==> src/verilog/ltl_pkg.sv <==
// Purpose: shared constants and types for the light threshold block
// Assumes: 16-bit registers reached over a two-wire serial bus
// Notes:   limit and result words hold a 4-bit exponent and 12-bit mantissa
package ltl_pkg;

  // ****************************************
  // register map
  // ****************************************
  localparam logic [7:0]  REG_UPPER_LUX_THRESHOLD   = 8'h03;
  localparam logic [7:0]  REG_MAKER_IDENTIFICATION  = 8'h7E;
  localparam logic [15:0] UPPER_LUX_THRESHOLD_RESET = 16'hBFFF;
  localparam logic [15:0] UNMAPPED_READ_VALUE       = 16'h0000;
  // arbitrary neutral maker code
  localparam logic [15:0] MAKER_CODE_VALUE          = 16'h1A2B;

  // ****************************************
  // field layout
  // ****************************************
  localparam int EXPONENT_MSB = 15;
  localparam int EXPONENT_LSB = 12;
  localparam int MANTISSA_MSB = 11;
  localparam int MANTISSA_LSB = 0;
  localparam logic [3:0]  UPPER_EXPONENT_RESET = 4'hB;
  localparam logic [11:0] UPPER_MANTISSA_RESET = 12'hFFF;

  // lux in steps of 0.01 lux: mantissa shifted left by the exponent
  localparam int LUX_STEP_CENTILUX = 1;
  localparam int LUX_W             = 27;

  // ****************************************
  // serial bus
  // ****************************************
  localparam logic [6:0] BUS_DEVICE_ADDRESS = 7'h44;
  localparam logic [3:0] BITS_PER_BYTE      = 4'h8;

  typedef struct packed {
    logic [3:0]  exponent;
    logic [11:0] mantissa;
  } ltl_float_t;

  typedef struct packed {
    logic over_threshold_flag;
    logic under_threshold_flag;
  } ltl_flags_t;

  typedef enum logic [3:0] {
    ST_IDLE,
    ST_ADDR,
    ST_ADDR_ACK,
    ST_PTR,
    ST_PTR_ACK,
    ST_WDATA,
    ST_WDATA_ACK,
    ST_RDATA,
    ST_RDATA_ACK
  } ltl_state_t;

endpackage

==> src/verilog/ltl_lux_scale.sv <==
// Purpose: turn an exponent and mantissa word into a linear lux count
// Assumes: one count is 0.01 lux at exponent zero
// Notes:   purely combinational; widest result is 12 + 15 bits
module ltl_lux_scale (
  input  wire ltl_pkg::ltl_float_t        i_value,
  output logic [ltl_pkg::LUX_W-1:0]       o_lux
);

  // ****************************************
  // scaling
  // ****************************************
  // step doubles and full scale doubles with each exponent increment
  always_comb begin
    o_lux = ltl_pkg::LUX_W'({15'h0000, i_value.mantissa}) << i_value.exponent;
  end

endmodule

==> src/verilog/ltl_threshold_regs.sv <==
// Purpose: upper threshold and maker code registers with lux comparison
// Assumes: scl and sda inputs are synchronous to i_clk
// Notes:   sda is open drain; o_sda_oe_n low pulls the wire low
//
// Operation
// - with the mask enable low, result and both limits are scaled to lux before comparing, each with its own exponent.
// - the upper threshold is the upper bound that drives the over flag; i_lower_limit drives the under flag.
// - the 16-bit read/write upper threshold sits at offset 03h and resets to BFFFh.
// - bits 15:12 hold the upper threshold exponent, read/write, reset Bh.
// - bits 11:0 hold the upper threshold mantissa in straight binary, reset FFFh.
// - the reported result value never depends on the mask enable setting.
// - a 16-bit read-only maker code register sits at offset 7Eh.
// - limit lux equals 0.01 times two to the exponent times the mantissa.
// - exponent zero means 40.95 lux full scale at 0.01 lux steps, doubling per step.
module ltl_threshold_regs (
  input  wire logic                i_clk,
  input  wire logic                i_arst_n,
  input  wire logic                i_scl,
  input  wire logic                i_sda,
  output logic                     o_sda_out,
  output logic                     o_sda_oe_n,
  input  wire ltl_pkg::ltl_float_t i_result,
  input  wire logic                i_result_valid,
  input  wire ltl_pkg::ltl_float_t i_lower_limit,
  input  wire logic                i_comparison_mask_enable,
  output ltl_pkg::ltl_float_t      o_result_value,
  output ltl_pkg::ltl_flags_t      o_flags
);

  // ****************************************
  // declarations
  // ****************************************
  ltl_pkg::ltl_state_t         state;
  ltl_pkg::ltl_float_t         upper_limit;
  ltl_pkg::ltl_float_t         cmp_in [3];
  logic [ltl_pkg::LUX_W-1:0]   cmp_lux [3];
  logic                        scl_d;
  logic                        sda_d;
  logic                        scl_rise;
  logic                        scl_fall;
  logic                        start_cond;
  logic                        stop_cond;
  logic [3:0]                  bit_cnt;
  logic [7:0]                  rx_shift;
  logic [7:0]                  tx_shift;
  logic [7:0]                  pointer;
  logic [7:0]                  write_msb;
  logic                        byte_hi;
  logic                        read_dir;
  logic [15:0]                 read_word;
  logic [7:0]                  next_tx_byte;
  logic                        byte_done;

  // ****************************************
  // bus edge detection
  // ****************************************
  always_ff @(posedge i_clk or negedge i_arst_n) begin
    if (!i_arst_n) begin
      scl_d <= 1'b1;
      sda_d <= 1'b1;
    end else begin
      scl_d <= i_scl;
      sda_d <= i_sda;
    end
  end

  assign scl_rise   = i_scl & ~scl_d;
  assign scl_fall   = ~i_scl & scl_d;
  assign start_cond = i_scl & scl_d & sda_d & ~i_sda;
  assign stop_cond  = i_scl & scl_d & ~sda_d & i_sda;
  assign byte_done  = (bit_cnt == ltl_pkg::BITS_PER_BYTE);

  // ****************************************
  // read decode
  // ****************************************
  always_comb begin
    if (pointer == ltl_pkg::REG_UPPER_LUX_THRESHOLD) begin
      read_word = upper_limit;
    end else if (pointer == ltl_pkg::REG_MAKER_IDENTIFICATION) begin
      read_word = ltl_pkg::MAKER_CODE_VALUE;
    end else begin
      read_word = ltl_pkg::UNMAPPED_READ_VALUE;
    end
    next_tx_byte = byte_hi ? read_word[15:8] : read_word[7:0];
  end

  // ****************************************
  // bit sampling
  // ****************************************
  always_ff @(posedge i_clk or negedge i_arst_n) begin
    if (!i_arst_n) begin
      rx_shift <= 8'h00;
      bit_cnt  <= 4'h0;
    end else if (start_cond) begin
      bit_cnt <= 4'h0;
    end else if (scl_rise) begin
      rx_shift <= {rx_shift[6:0], i_sda};
      if (state == ltl_pkg::ST_ADDR || state == ltl_pkg::ST_PTR ||
          state == ltl_pkg::ST_WDATA || state == ltl_pkg::ST_RDATA) begin
        bit_cnt <= bit_cnt + 4'h1;
      end
    end else if (scl_fall && byte_done) begin
      bit_cnt <= 4'h0;
    end else if (scl_fall && (state == ltl_pkg::ST_ADDR_ACK ||
                 state == ltl_pkg::ST_PTR_ACK || state == ltl_pkg::ST_WDATA_ACK ||
                 state == ltl_pkg::ST_RDATA_ACK)) begin
      bit_cnt <= 4'h0;
    end
  end

  // ****************************************
  // transfer sequencer
  // ****************************************
  always_ff @(posedge i_clk or negedge i_arst_n) begin
    if (!i_arst_n) begin
      state      <= ltl_pkg::ST_IDLE;
      o_sda_oe_n <= 1'b1;
      tx_shift   <= 8'h00;
      pointer    <= 8'h00;
      write_msb  <= 8'h00;
      byte_hi    <= 1'b1;
      read_dir   <= 1'b0;
    end else if (start_cond) begin
      state      <= ltl_pkg::ST_ADDR;
      o_sda_oe_n <= 1'b1;
    end else if (stop_cond) begin
      state      <= ltl_pkg::ST_IDLE;
      o_sda_oe_n <= 1'b1;
    end else if (scl_fall) begin
      case (state)
        ltl_pkg::ST_ADDR: begin
          if (byte_done) begin
            if (rx_shift[7:1] == ltl_pkg::BUS_DEVICE_ADDRESS) begin
              read_dir   <= rx_shift[0];
              o_sda_oe_n <= 1'b0;
              state      <= ltl_pkg::ST_ADDR_ACK;
            end else begin
              state <= ltl_pkg::ST_IDLE;
            end
          end
        end
        ltl_pkg::ST_ADDR_ACK: begin
          if (read_dir) begin
            // every read begins with the high byte
            tx_shift   <= {read_word[14:8], 1'b0};
            o_sda_oe_n <= read_word[15];
            byte_hi    <= 1'b0;
            state      <= ltl_pkg::ST_RDATA;
          end else begin
            o_sda_oe_n <= 1'b1;
            state      <= ltl_pkg::ST_PTR;
          end
        end
        ltl_pkg::ST_PTR: begin
          if (byte_done) begin
            pointer    <= rx_shift;
            byte_hi    <= 1'b1;
            o_sda_oe_n <= 1'b0;
            state      <= ltl_pkg::ST_PTR_ACK;
          end
        end
        ltl_pkg::ST_PTR_ACK, ltl_pkg::ST_WDATA_ACK: begin
          o_sda_oe_n <= 1'b1;
          state      <= ltl_pkg::ST_WDATA;
        end
        ltl_pkg::ST_WDATA: begin
          if (byte_done) begin
            if (byte_hi) begin
              write_msb <= rx_shift;
            end
            byte_hi    <= ~byte_hi;
            o_sda_oe_n <= 1'b0;
            state      <= ltl_pkg::ST_WDATA_ACK;
          end
        end
        ltl_pkg::ST_RDATA: begin
          if (byte_done) begin
            o_sda_oe_n <= 1'b1;
            state      <= ltl_pkg::ST_RDATA_ACK;
          end else begin
            o_sda_oe_n <= tx_shift[7];
            tx_shift   <= {tx_shift[6:0], 1'b0};
          end
        end
        ltl_pkg::ST_RDATA_ACK: begin
          if (rx_shift[0]) begin
            o_sda_oe_n <= 1'b1;
            state      <= ltl_pkg::ST_IDLE;
          end else begin
            tx_shift   <= {next_tx_byte[6:0], 1'b0};
            o_sda_oe_n <= next_tx_byte[7];
            byte_hi    <= ~byte_hi;
            state      <= ltl_pkg::ST_RDATA;
          end
        end
        default: begin
          o_sda_oe_n <= 1'b1;
        end
      endcase
    end
  end

  // open drain: the pin only ever pulls low
  always_ff @(posedge i_clk or negedge i_arst_n) begin
    if (!i_arst_n) begin
      o_sda_out <= 1'b0;
    end else begin
      o_sda_out <= 1'b0;
    end
  end

  // ****************************************
  // upper threshold register
  // ****************************************
  always_ff @(posedge i_clk or negedge i_arst_n) begin
    if (!i_arst_n) begin
      upper_limit.exponent <= ltl_pkg::UPPER_EXPONENT_RESET;
      upper_limit.mantissa <= ltl_pkg::UPPER_MANTISSA_RESET;
    end else if (scl_fall && state == ltl_pkg::ST_WDATA && byte_done && !byte_hi &&
                 pointer == ltl_pkg::REG_UPPER_LUX_THRESHOLD) begin
      upper_limit <= {write_msb, rx_shift};
    end
  end

  // ****************************************
  // lux comparison
  // ****************************************
  assign cmp_in[0] = i_result;
  assign cmp_in[1] = upper_limit;
  assign cmp_in[2] = i_lower_limit;

  genvar gi;
  generate
    for (gi = 0; gi < 3; gi++) begin : g_scale
      ltl_lux_scale u_scale (
        .i_value (cmp_in[gi]),
        .o_lux   (cmp_lux[gi])
      );
    end
  endgenerate

  always_ff @(posedge i_clk or negedge i_arst_n) begin
    if (!i_arst_n) begin
      o_flags <= '0;
    end else if (i_result_valid) begin
      if (i_comparison_mask_enable) begin
        // exponents assumed equal when masking; mantissas decide
        o_flags.over_threshold_flag  <= i_result.mantissa > upper_limit.mantissa;
        o_flags.under_threshold_flag <= i_result.mantissa < i_lower_limit.mantissa;
      end else begin
        o_flags.over_threshold_flag  <= cmp_lux[0] > cmp_lux[1];
        o_flags.under_threshold_flag <= cmp_lux[0] < cmp_lux[2];
      end
    end
  end

  // ****************************************
  // result value
  // ****************************************
  always_ff @(posedge i_clk or negedge i_arst_n) begin
    if (!i_arst_n) begin
      o_result_value <= '0;
    end else if (i_result_valid) begin
      o_result_value <= i_result;
    end
  end

endmodule
==> config.mk <==
export PLATFORM = sky130hd
export DESIGN_NAME = ltl_threshold_regs
export DESIGN_NICKNAME = d
export VERILOG_FILES = /design/src/verilog/ltl_pkg.sv /design/src/verilog/ltl_lux_scale.sv /design/src/verilog/ltl_threshold_regs.sv
export SDC_FILE = /design/constraint.sdc
export NUM_CORES = 1
export LEC_CHECK = 0
export BUFFER_PORTS_ARGS = -buffer_cell sky130_fd_sc_hd__clkbuf_2
export CAP_MARGIN = 20
export CORE_ASPECT_RATIO = 2
export CORE_UTILIZATION = 48
export CTS_CLUSTER_SIZE = 12
export DETAILED_ROUTE_END_ITERATION = 8
export MAX_ROUTING_LAYER = met4
export PLACE_DENSITY = 0.66
export SLEW_MARGIN = 20
export SYNTH_ARGS = -nofsm -noshare
export SYNTH_HDL_FRONTEND = slang
export SYNTH_SLANG_ARGS = --single-unit
export TNS_END_PERCENT = 5
==> constraint.sdc <==
create_clock -name i_clk -period 4.8 [get_ports i_clk]
set_input_delay 0.24 -clock i_clk [delete_from_list [all_inputs] [get_ports i_clk]]
set_output_delay 0.24 -clock i_clk [all_outputs]
set_load 0.005 [all_outputs]
==> flow_summary_export.csv, run 1 <==
group,metric,value,unit
outcome,status,"finished, final reports clean",
yosys,yosysMostFrequentCell,"nand2_1",
timing,slew_viol_final,0,
routing,vias,6496,
floorplanning,die_h,175,um
global_route,grt_pass1_vias,6457,
yosys,synth.top_cell.area_share,20.5,%
yosys,synth.top_cells.by_count,"nand2_1, nor2_1, ha_1",
final_layout,multi_input_area,4880,um^2
floorplanning,io_pins,58,
yosys,synth.distinct_cells,67,
pwr,power,1.95,mW
clock_network,cts_hold_buf,0,
timing,slew_headroom,29.5,%
routing,drtIter0Drc,312,
clock_network,cts_buffer_depth,2,
global_route,grt_util_all_layers,29.8,%
yosys,yosysWarnings,0,
final_layout,area_growth,9.33,%
clock_network,cts_made_buffers,9,
yosys,synth-seq-cells,78,
routing,ant_nets,0,
pwr,vdd_drop_max,201,uV
timing,tns,0,ns
routing,firstDrtPassIters,5,
critical_path,critical_path.cell_chain,"nand2_1, o21ai_0, nor2_1, a21oi_1, mux2i_1, nand2b_1, ha_1, nand3_1, nor2_1, nand4_1, or4_1, or4_1, a32oi_1, nor2_1",
floorplanning,die-area,15500,um^2
timing,rsz0062_at_grt,"no",
yosys,yosysTopAreaCell,"dfrtp_1",
critical_path,crit_fanout,21,
timing,fin_skew,0.00776,ns
yosys,syn_area_per_cell,8.55,um^2
yosys,synthTopCellsByArea,"dfrtp_1, ha_1, mux2_2",
pwr,powerDensity,247,nW/um^2
global_route,grt_pass1_wl,33200,um
clock_network,clk_latency,0.34,ns
timing,max_freq,0.249,GHz
timing,holdWs,0.0399,ns
clock_network,cts_resized,0,
clock_network,h-tree-depth,3,
placed_design,place_ws,0.849,ns
hold_path,hold_depth,1,
timing,fin_crit_sh,83.6,%
timing,hold_viol_final,0,
clock_network,cts_tree,"yes",
hold_path,hold_start,"i_sda",
clock_network,cts_num_sinks,78,
routing,via_per_inst,6.07,
clock_network,post_cts_buffers,0,
critical_path,rr_endpoint,"o_flags[1]$_DFFE_PN0P_",
routing,drc,0,
yosys,synth_edf_count,0,
clock_network,clkSlewWorstSetupHoldPaths,0.07,ns
critical_path,r2r_start,"cmp_in[28]$_DFFE_PN1P_",
timing,layout_setup_ws,0.786,ns
floorplanning,rows,63,
routing,wl,21600,um
yosys,async_flop_share,100,%
routing,wire_per_inst,20.2,um
routing,topRoutingLayerUsed,"met4",
global_route,grt_max_degree,79,
routing,met2_length,11800,um
hold_path,min_path_type,"primary input to flop",
critical_path,start_kind,"flop",
timing,setup_violations,0,
final_layout,fillers,1422,
placed_design,dp.cells,1055,
placed_design,port-buffer-count,56,
floorplanning,die_x,88.6,um
global_route,antenna_found_initial,0,
final_layout,regArea,1980,um^2
critical_path,cpPeakStageDelay,0.80,ns
pwr,p_leak,3.54,nW
global_route,gr-total-overflow,0,
yosys,syn_inst,842,
routing,met1_length,7250,um
floorplanning,start_util,48.8,%
final_layout,layout.cells.non_filler,1071,
final_layout,fin_nets,984,
placed_design,gp_congestion,0.977,
yosys,syn-num-nets,955,
critical_path,critical_path_class,"flop to flop",
critical_path,arrival,4.23,ns
hold_path,holdPathEnd,"sda_d$_DFF_PN1_",
clock_network,cts_root_buf,"clkbuf_16",
critical_path,cpMostUsedCell,"nor2_1",
critical_path,reg2reg_depth,14,
yosys,synth.cell_area,7200,um^2
run,cap_violations,0,
yosys,synthFlopType,"dfrtp_1",
floorplanning,core,14700,um^2
timing,min_period,4.01,ns
final_layout,antennaDiodeCount,0,
yosys,yosysSeqAreaShare,27.4,%
timing,worstMarginPinSlew,1.05,ns
final_layout,drive_above_1_share,20.1,%
critical_path,cp_slowest_cell,"dfstp_2",
critical_path,critPathRequiredTime,5.02,ns
routing,dr_wl_met3,677,um
critical_path,r2r_slack,0.79,ns
placed_design,post-dp-hpwl,17200,um
critical_path,critPathCaptureType,"flop",
==> layout by cell type, fill, tap and decap left out, types with 18 or more instances in the layout <==
master    instances
nor2_1           76
nand3_1          18
mux2_2           67
nand2_1          94
ha_1             75
dfrtp_1          59
inv_1            40
mux2i_1          57
a21oi_1          60
dfstp_2          19
clkbuf_2         55
o21ai_0          58
==> layer usage <==
layer	track usage [%]	vias up
met2	54.3	186
met1	25.7	3089
met4	24.1	0
li1	-	3112
met3	4.06	109
met5	-	-
==> area by class of cell <==
| cell class | count | share of cell area [%] |
|---|---|---|
| Sequential cell | 78 | 25.1 |
| Clock buffer | 9 | 2.86 |
| Timing Repair Buffer | 60 | 3.97 |
| Clock inverter | 7 | 0.922 |
| Tap cell | 195 | 3.10 |
| Multi-Input combinational cell | 680 | 62.0 |
| Inverter | 42 | 2.00 |
==> registers in the layout, indices dropped and copies added, names as in the netlist <==
register / cells
pointer: 8
cmp_in: 16
bit_cnt: 4
tx_shift: 7
write_msb: 8
byte_hi: 1
sda_d: 1
rx_shift: 8
scl_d: 1
state: 4
o_result_value: 16
read_dir: 1
o_flags: 2
o_sda_oe_n: 1
==> power by group <==
part / internal [mW] / total, mW / switching, mW
Clock: 0.368 / 0.678 / 0.311
Combinational: 0.204 / 0.503 / 0.299
Sequential: 0.708 / 0.766 / 0.0576
==> metrics by stage <==
stage	area, um^2	utilization [%]
floorplan	7200	-
global placement	7570	51.4
detailed placement	7570	51.4
CTS	7870	53.4
global route	7870	53.4
finish	7870	53.4
==> critical path: cells and delay by family, from the launching register on <==
kind,cells,cell delay (ns)
AND/OR/NAND/NOR,9,2.01
flip-flops,1,0.80
AO/OA/AOI/OAI,3,0.64
adder cells (fa/ha/maj),1,0.28
multiplexers,1,0.17
==> kinds of logic (layout without fill, tap and decap cells) <==
kind of cell               after synthesis  after routing  synth area share [%]
muxes                                  127            127                  19.3
and+or+nand+nor                        280            280                  18.6
other                                    1              1                0.0521
AOI/OAI and AO/OA                      193            193                  16.3
xor gates and xnor gates                 4              4                 0.487
adders and majority gates               75             75                  13.0
buffers and inverters                   84            118                  4.73
DFF                                     78             78                  27.4
==> how the worst max path moves through the flow <==
| stage | startpoint | to | slack [ns] | cells past startpoint |
|---|---|---|---|---|
| after floorplan | cmp_in[28]$_DFFE_PN1P_ | o_flags[1]$_DFFE_PN0P_ | 0.96 | 14 |
| after global placement | cmp_in[28]$_DFFE_PN1P_ | o_flags[1]$_DFFE_PN0P_ | 0.89 | 14 |
| after detailed placement | cmp_in[28]$_DFFE_PN1P_ | o_flags[1]$_DFFE_PN0P_ | 0.85 | 14 |
| after CTS | cmp_in[28]$_DFFE_PN1P_ | o_flags[1]$_DFFE_PN0P_ | 0.85 | 14 |
| after global routing | cmp_in[28]$_DFFE_PN1P_ | o_flags[1]$_DFFE_PN0P_ | 0.60 | 14 |
| final | cmp_in[28]$_DFFE_PN1P_ | o_flags[1]$_DFFE_PN0P_ | 0.79 | 14 |
Power figures use the tool's default switching activity.
==> inputs of run 2 (changes only) <==
--- a/config.mk
+++ b/config.mk
@@ -12,7 +12,7 @@
 export CTS_CLUSTER_SIZE = 12
 export DETAILED_ROUTE_END_ITERATION = 8
 export MAX_ROUTING_LAYER = met4
-export PLACE_DENSITY = 0.66
+export PLACE_DENSITY = 0.69
 export SLEW_MARGIN = 20
 export SYNTH_ARGS = -nofsm -noshare
 export SYNTH_HDL_FRONTEND = slang
==> constraint.sdc (replaced) <==
create_clock -name i_clk -period 3.23 [get_ports i_clk]
set_input_delay 0.1615 -clock i_clk [delete_from_list [all_inputs] [get_ports i_clk]]
set_output_delay 0.1615 -clock i_clk [all_outputs]
set_load 0.005 [all_outputs]
==> run 2 against run 1 <==
Largest cell class unchanged. Worst hold slack worse by 0.032 ns. Sequential power rose by 49%. Clock skew fell by 0.0013 ns. Utilization grew 8.1 points. Die area unchanged. Via count is 11% higher. Routed wire length up 6.9%. Largest power group unchanged. The flow now finishes with violations (negative setup slack).
==> flow_summary_export.csv, run 2 (synthesized netlist as in run 1, its figures left out) <==
group,metric,value,unit
critical_path,critical_path_class,"flop to flop",
critical_path,start_kind,"flop",
clock_network,cts_made_buffers,9,
critical_path,critical_path.cell_chain,"buf_6, mux4_2, mux2i_4, nor2_2, a21oi_2, ha_1, a211oi_2, o21bai_1, a21oi_1, a21oi_1, or4_4, a221oi_2, nor2_1",
routing,via_per_inst,5.97,
timing,max_freq,0.288,GHz
critical_path,cpPeakStageDelay,0.62,ns
timing,fin_crit_sh,107,%
timing,rsz0062_at_grt,"yes",
routing,wl,23100,um
floorplanning,rows,63,
routing,drc,0,
clock_network,h-tree-depth,3,
timing,min_period,3.47,ns
floorplanning,die_h,175,um
final_layout,antennaDiodeCount,0,
final_layout,fillers,1279,
timing,hold_viol_final,0,
final_layout,area_growth,26.0,%
floorplanning,die_x,88.6,um
global_route,antenna_found_initial,0,
final_layout,post-route-util,61.5,%
clock_network,cts_root_buf,"clkbuf_16",
timing,holdWs,0.00804,ns
pwr,vdd_drop_max,464,uV
critical_path,cp_slowest_cell,"dfstp_2",
timing,worstMarginPinSlew,0.567,ns
hold_path,min_path_type,"primary input to flop",
pwr,power,3.06,mW
critical_path,cp_top_family,"compound AO/OA/AOI/OAI gates",
clock_network,clkSlewWorstSetupHoldPaths,0.07,ns
final_layout,drive_above_1_share,33.4,%
final_layout,postLayoutCellArea,9070,um^2
placed_design,gp_congestion,0.940,
clock_network,cts_buffer_depth,2,
timing,slew_viol_final,0,
floorplanning,die-area,15500,um^2
global_route,grt_pass1_vias,7345,
outcome,status,"finished with violations",
routing,ant_nets,0,
clock_network,clk_latency,0.34,ns
routing,drtIter0Drc,406,
final_layout,final_cell_mix,"buf_4, nand2_1, nor2_1, ha_1, mux2_2",
global_route,grt_pass1_wl,36300,um
timing,slew_headroom,62.1,%
pwr,p_leak,4.23,nW
run,cap_violations,0,
placed_design,dpl-instance-area,8480,um^2
outcome,violations,"negative setup slack",
critical_path,cpMostUsedCell,"a21oi_1",
placed_design,place_ws,-0.350,ns
timing,setup_violations,1,
critical_path,critPathCaptureType,"flop",
pwr,powerDensity,338,nW/um^2
final_layout,final_common_cell,"buf_4",
global_route,grt_max_degree,79,
critical_path,critPathRequiredTime,3.46,ns
global_route,grt_util_all_layers,32.1,%
floorplanning,core,14700,um^2
timing,layout_setup_ws,-0.239,ns
routing,wire_per_inst,19.2,um
floorplanning,start_util,48.8,%
critical_path,crit_buf_inv,1,
routing,vias,7180,
routing,firstDrtPassIters,4,
critical_path,arrival,3.70,ns
floorplanning,io_pins,58,
placed_design,post-dp-hpwl,18000,um
clock_network,cts_tree,"yes",
critical_path,crit_fanout,6,
timing,fin_skew,0.00647,ns
global_route,gr-total-overflow,0,
final_layout,fin_nets,1115,
clock_network,cts_num_sinks,78,
placed_design,port-buffer-count,56,
## run 2: final cells by class
cell class                      instances  area [um^2]  share of cell area [%]
Multi-Input combinational cell        680         5050                    55.7
Clock inverter                          7         78.8                   0.869
Inverter                               42          158                    1.74
Clock buffer                            9          225                    2.48
Tap cell                              195          244                    2.69
Timing Repair Buffer                  191         1340                    14.8
Sequential cell                        78         1980                    21.8
## run 2: path summary, 6_finish.rpt
kind                                        startpoint                            end  slack, ns  cells past startpoint
worst max-delay path            cmp_in[28]$_DFFE_PN1P_         o_flags[1]$_DFFE_PN0P_      -0.24                     13
worst min-delay path                             i_scl                scl_d$_DFF_PN1_      0.008                      1
worst max register to register  cmp_in[28]$_DFFE_PN1P_         o_flags[1]$_DFFE_PN0P_      -0.24                     13
worst min register to register  pointer[7]$_DFFE_PN0P_         pointer[7]$_DFFE_PN0P_       0.49                      1
max in group asynchronous                     i_arst_n         o_sda_oe_n$_DFFE_PN1P_       2.32                      3
min in group asynchronous                     i_arst_n  o_result_value[8]$_DFFE_PN0P_       0.27                      2
## run 2: worst reg2reg max path, stage by stage, from the launching register on
cell      delay (ns)
dfstp_2         0.62
buf_6           0.13
mux4_2          0.55
mux2i_4         0.20
nor2_2          0.08
a21oi_2         0.11
ha_1            0.26
a211oi_2        0.19
o21bai_1        0.11
a21oi_1         0.16
a21oi_1         0.12
or4_4           0.59
a221oi_2        0.19
nor2_1          0.08
## run 2: per-stage QoR
step | TNS, ns | instances
6_report | -0.239 | 1202
4_1_cts | -0.209 | 1199
5_1_grt | -0.314 | 1202
3_3_place_gp | -0.333 | 1174
3_5_place_dp | -0.393 | 1174
2_1_floorplan | 0 | 842
## run 2: report_power, final
part	total [mW]	internal [mW]	switching (mW)
logic	0.885	0.415	0.469
registers	1.14	1.05	0.0898
clock network	1.04	0.608	0.429
total	3.06	2.08	0.988
## run 2: timing repair
item	CTS	global route
endpoints found under the hold margin	1	24
hold buffers	1	1
setup endpoints to repair	1	2
pin swaps	6	12
resized for setup	22	26
buffers inserted	8	1
## run 2: metal layers
layer | global-route usage [%] | routed length [um] | vias to the layer above
li1 | - | - | 3377
met1 | 28.0 | 7660 | 3421
met2 | 58.5 | 12700 | 245
met3 | 4.63 | 766 | 137
met4 | 25.1 | 1930 | 0
met5 | - | 0 | -
==> inputs of run 3 (changes only) <==
--- a/config.mk
+++ b/config.mk
@@ -12,9 +12,10 @@
 export CTS_CLUSTER_SIZE = 12
 export DETAILED_ROUTE_END_ITERATION = 8
 export MAX_ROUTING_LAYER = met4
-export PLACE_DENSITY = 0.69
+export PLACE_DENSITY = 0.68
 export SLEW_MARGIN = 20
 export SYNTH_ARGS = -nofsm -noshare
 export SYNTH_HDL_FRONTEND = slang
+export SYNTH_HIERARCHICAL = 1
 export SYNTH_SLANG_ARGS = --single-unit
 export TNS_END_PERCENT = 5
==> run 3 against run 2 <==
The flow now finishes without violations. Critical path depth unchanged. Count of clock-buffer cells in the layout up 2. Clock power rose by 4%. Utilization is 5.9 points lower. Sequential share of layout area rose by 0.18 points. Highest routed layer unchanged.
==> flow_summary_export.csv, run 3 <==
group,metric,value,unit
outcome,status,"finished, final reports clean",
final_layout,final_cell_mix,"nand2_1, inv_1, ha_1",
timing,worstMarginPinSlew,1.01,ns
routing,drc,0,
routing,wire_per_inst,20.8,um
final_layout,antennaDiodeCount,0,
final_layout,post-route-util,55.6,%
yosys,synth.distinct_cells,77,
clock_network,clkSlewWorstSetupHoldPaths,0.06,ns
hold_path,hold_depth,2,
critical_path,arrival,3.26,ns
run,cap_violations,0,
final_layout,area_growth,13.3,%
clock_network,cts_buffer_depth,2,
yosys,yosysSeqAreaShare,24.9,%
pwr,vdd_drop_max,427,uV
timing,setup_violations,0,
critical_path,critical_path_class,"flop to flop",
pwr,p_leak,4.06,nW
floorplanning,core,16200,um^2
hold_path,hold_start,"i_result[1]",
final_layout,fin_nets,1132,
global_route,grt_util_all_layers,31.9,%
yosys,yosysTopAreaCell,"dfrtp_1",
timing,slew_viol_final,0,
routing,vias,7513,
critical_path,crit_cells,13,
yosys,yosysMostFrequentCell,"nand2_1",
clock_network,cts_num_sinks,78,
clock_network,cts_root_buf,"clkbuf_16",
hold_path,min_path_type,"primary input to flop",
routing,drtIter0Drc,389,
floorplanning,rows,66,
critical_path,critPathRequiredTime,3.43,ns
floorplanning,die-area,17100,um^2
critical_path,critical_path.cell_chain,"buf_4, mux2i_2, a22o_1, or3_1, o21ai_2, inv_1, ha_1, a21o_1, a221o_1, a221oi_2, o211ai_1, nand3b_1, a31oi_1",
placed_design,post-dp-hpwl,20700,um
critical_path,crit_buf_inv,2,
yosys,syn_inst,941,
critical_path,critPathCaptureType,"flop",
critical_path,cpPeakStageDelay,0.61,ns
yosys,synthTopCellsByArea,"dfrtp_1, ha_1, mux2_2",
timing,slew_headroom,32.6,%
critical_path,start_kind,"flop",
floorplanning,io_pins,58,
clock_network,cts_made_buffers,9,
global_route,grt_max_degree,68,
routing,ant_nets,0,
pwr,powerDensity,350,nW/um^2
timing,hold_viol_final,0,
yosys,async_flop_share,100,%
floorplanning,start_util,49.1,%
clock_network,clk_latency,0.35,ns
clock_network,h-tree-depth,3,
final_layout,final_common_cell,"nand2_1",
final_layout,drive_above_1_share,23.7,%
routing,via_per_inst,6.13,
timing,max_freq,0.327,GHz
yosys,syn_area_per_cell,8.44,um^2
yosys,synth.top_cell.area_share,18.6,%
yosys,synth.cell_area,7950,um^2
critical_path,cp_slowest_cell,"dfstp_2",
routing,wl,25400,um
timing,fin_crit_sh,94.7,%
hold_path,holdPathEnd,"o_result_value[1]$_DFFE_PN0P_",
critical_path,cp_top_family,"compound AO/OA/AOI/OAI gates",
timing,min_period,3.06,ns
routing,firstDrtPassIters,5,
placed_design,place_ws,-0.0203,ns
final_layout,fillers,1550,
floorplanning,die_h,184,um
timing,fin_skew,0.00870,ns
yosys,synth.top_cells.by_count,"nand2_1, inv_1, ha_1",
placed_design,port-buffer-count,56,
yosys,yosysWarnings,6,
placed_design,gp_congestion,1.00,
yosys,synthFlopType,"dfrtp_1",
critical_path,r2r_start,"cmp_in[28]$_DFFE_PN1P_",
yosys,synth_edf_count,0,
yosys,synth-seq-cells,78,
global_route,grt_pass1_wl,39800,um
timing,rsz0062_at_grt,"no",
global_route,antenna_found_initial,0,
yosys,syn-num-nets,1057,
floorplanning,die_x,93.0,um
critical_path,crit_fanout,5,
critical_path,rr_endpoint,"o_flags[1]$_DFFE_PN0P_",
global_route,gr-total-overflow,0,
timing,holdWs,0.141,ns
critical_path,r2r_slack,0.17,ns
timing,tns,0,ns
clock_network,cts_tree,"yes",
critical_path,reg2reg_depth,13,
timing,layout_setup_ws,0.170,ns
global_route,grt_pass1_vias,7716,
==> run 3: layout make-up <==
cell class | instances | area, um^2 | share of cell area (%)
Clock buffer | 11 | 253 | 2.81
Clock inverter | 5 | 63.8 | 0.709
Inverter | 90 | 338 | 3.75
Multi-Input combinational cell | 726 | 5400 | 60.0
Sequential cell | 78 | 1980 | 22.0
Tap cell | 204 | 255 | 2.84
Timing Repair Buffer | 111 | 716 | 7.95
==> run 3: how the worst max path moves through the flow <==
stage	from	endpoint	slack [ns]
finish	cmp_in[28]$_DFFE_PN1P_	o_flags[1]$_DFFE_PN0P_	0.17
floorplan	cmp_in[28]$_DFFE_PN1P_	o_flags[1]$_DFFE_PN0P_	0.33
CTS	cmp_in[28]$_DFFE_PN1P_	o_flags[1]$_DFFE_PN0P_	0.004
global placement	cmp_in[28]$_DFFE_PN1P_	o_flags[1]$_DFFE_PN0P_	-0.03
detailed placement	cmp_in[28]$_DFFE_PN1P_	o_flags[1]$_DFFE_PN0P_	-0.02
global route	cmp_in[28]$_DFFE_PN1P_	o_flags[1]$_DFFE_PN0P_	0.009
==> run 3: what timing repair did <==
action / CTS / global route
buffers inserted: 2 / 0
endpoints found under the hold margin: 49 / 0
hold buffers: 3 / 0
resized for setup: 0 / 10
pin swaps: 0 / 3
setup endpoints to repair: 1 / 1
==> run 3: cell families after synthesis <==
| kind of cell | synth area share [%] |
|---|---|
| and+or+nand+nor | 19.9 |
| AOI/OAI and AO/OA | 18.3 |
| buffers and inverters | 7.67 |
| muxes | 16.6 |
| adders and majority gates | 12.3 |
| DFF | 24.9 |
| xor gates and xnor gates | 0.331 |
| other | 0.0472 |
==> run 3: per-layer routing <==
layer	wire [um]	vias up	global-route usage (%)
li1	-	3563	-
met1	8180	3608	25.8
met2	14200	213	60.7
met3	696	129	4.67
met4	2320	0	26.4
met5	0	-	-
==> run 3: where the power goes <==
part           switching (mW)  internal [mW]
clock                   0.431          0.647
sequential             0.0999           1.05
combinational           0.534          0.389
==> run 3: metrics by stage <==
| step | std cells | cell area, um^2 | power (mW) |
|---|---|---|---|
| after floorplan | 941 | 7950 | 1.73 |
| after global placement | 1204 | 8600 | 2.04 |
| after detailed placement | 1204 | 8600 | 2.06 |
| after CTS | 1225 | 8960 | 3.15 |
| after global routing | 1225 | 9000 | 3.31 |
| final | 1225 | 9000 | 3.15 |
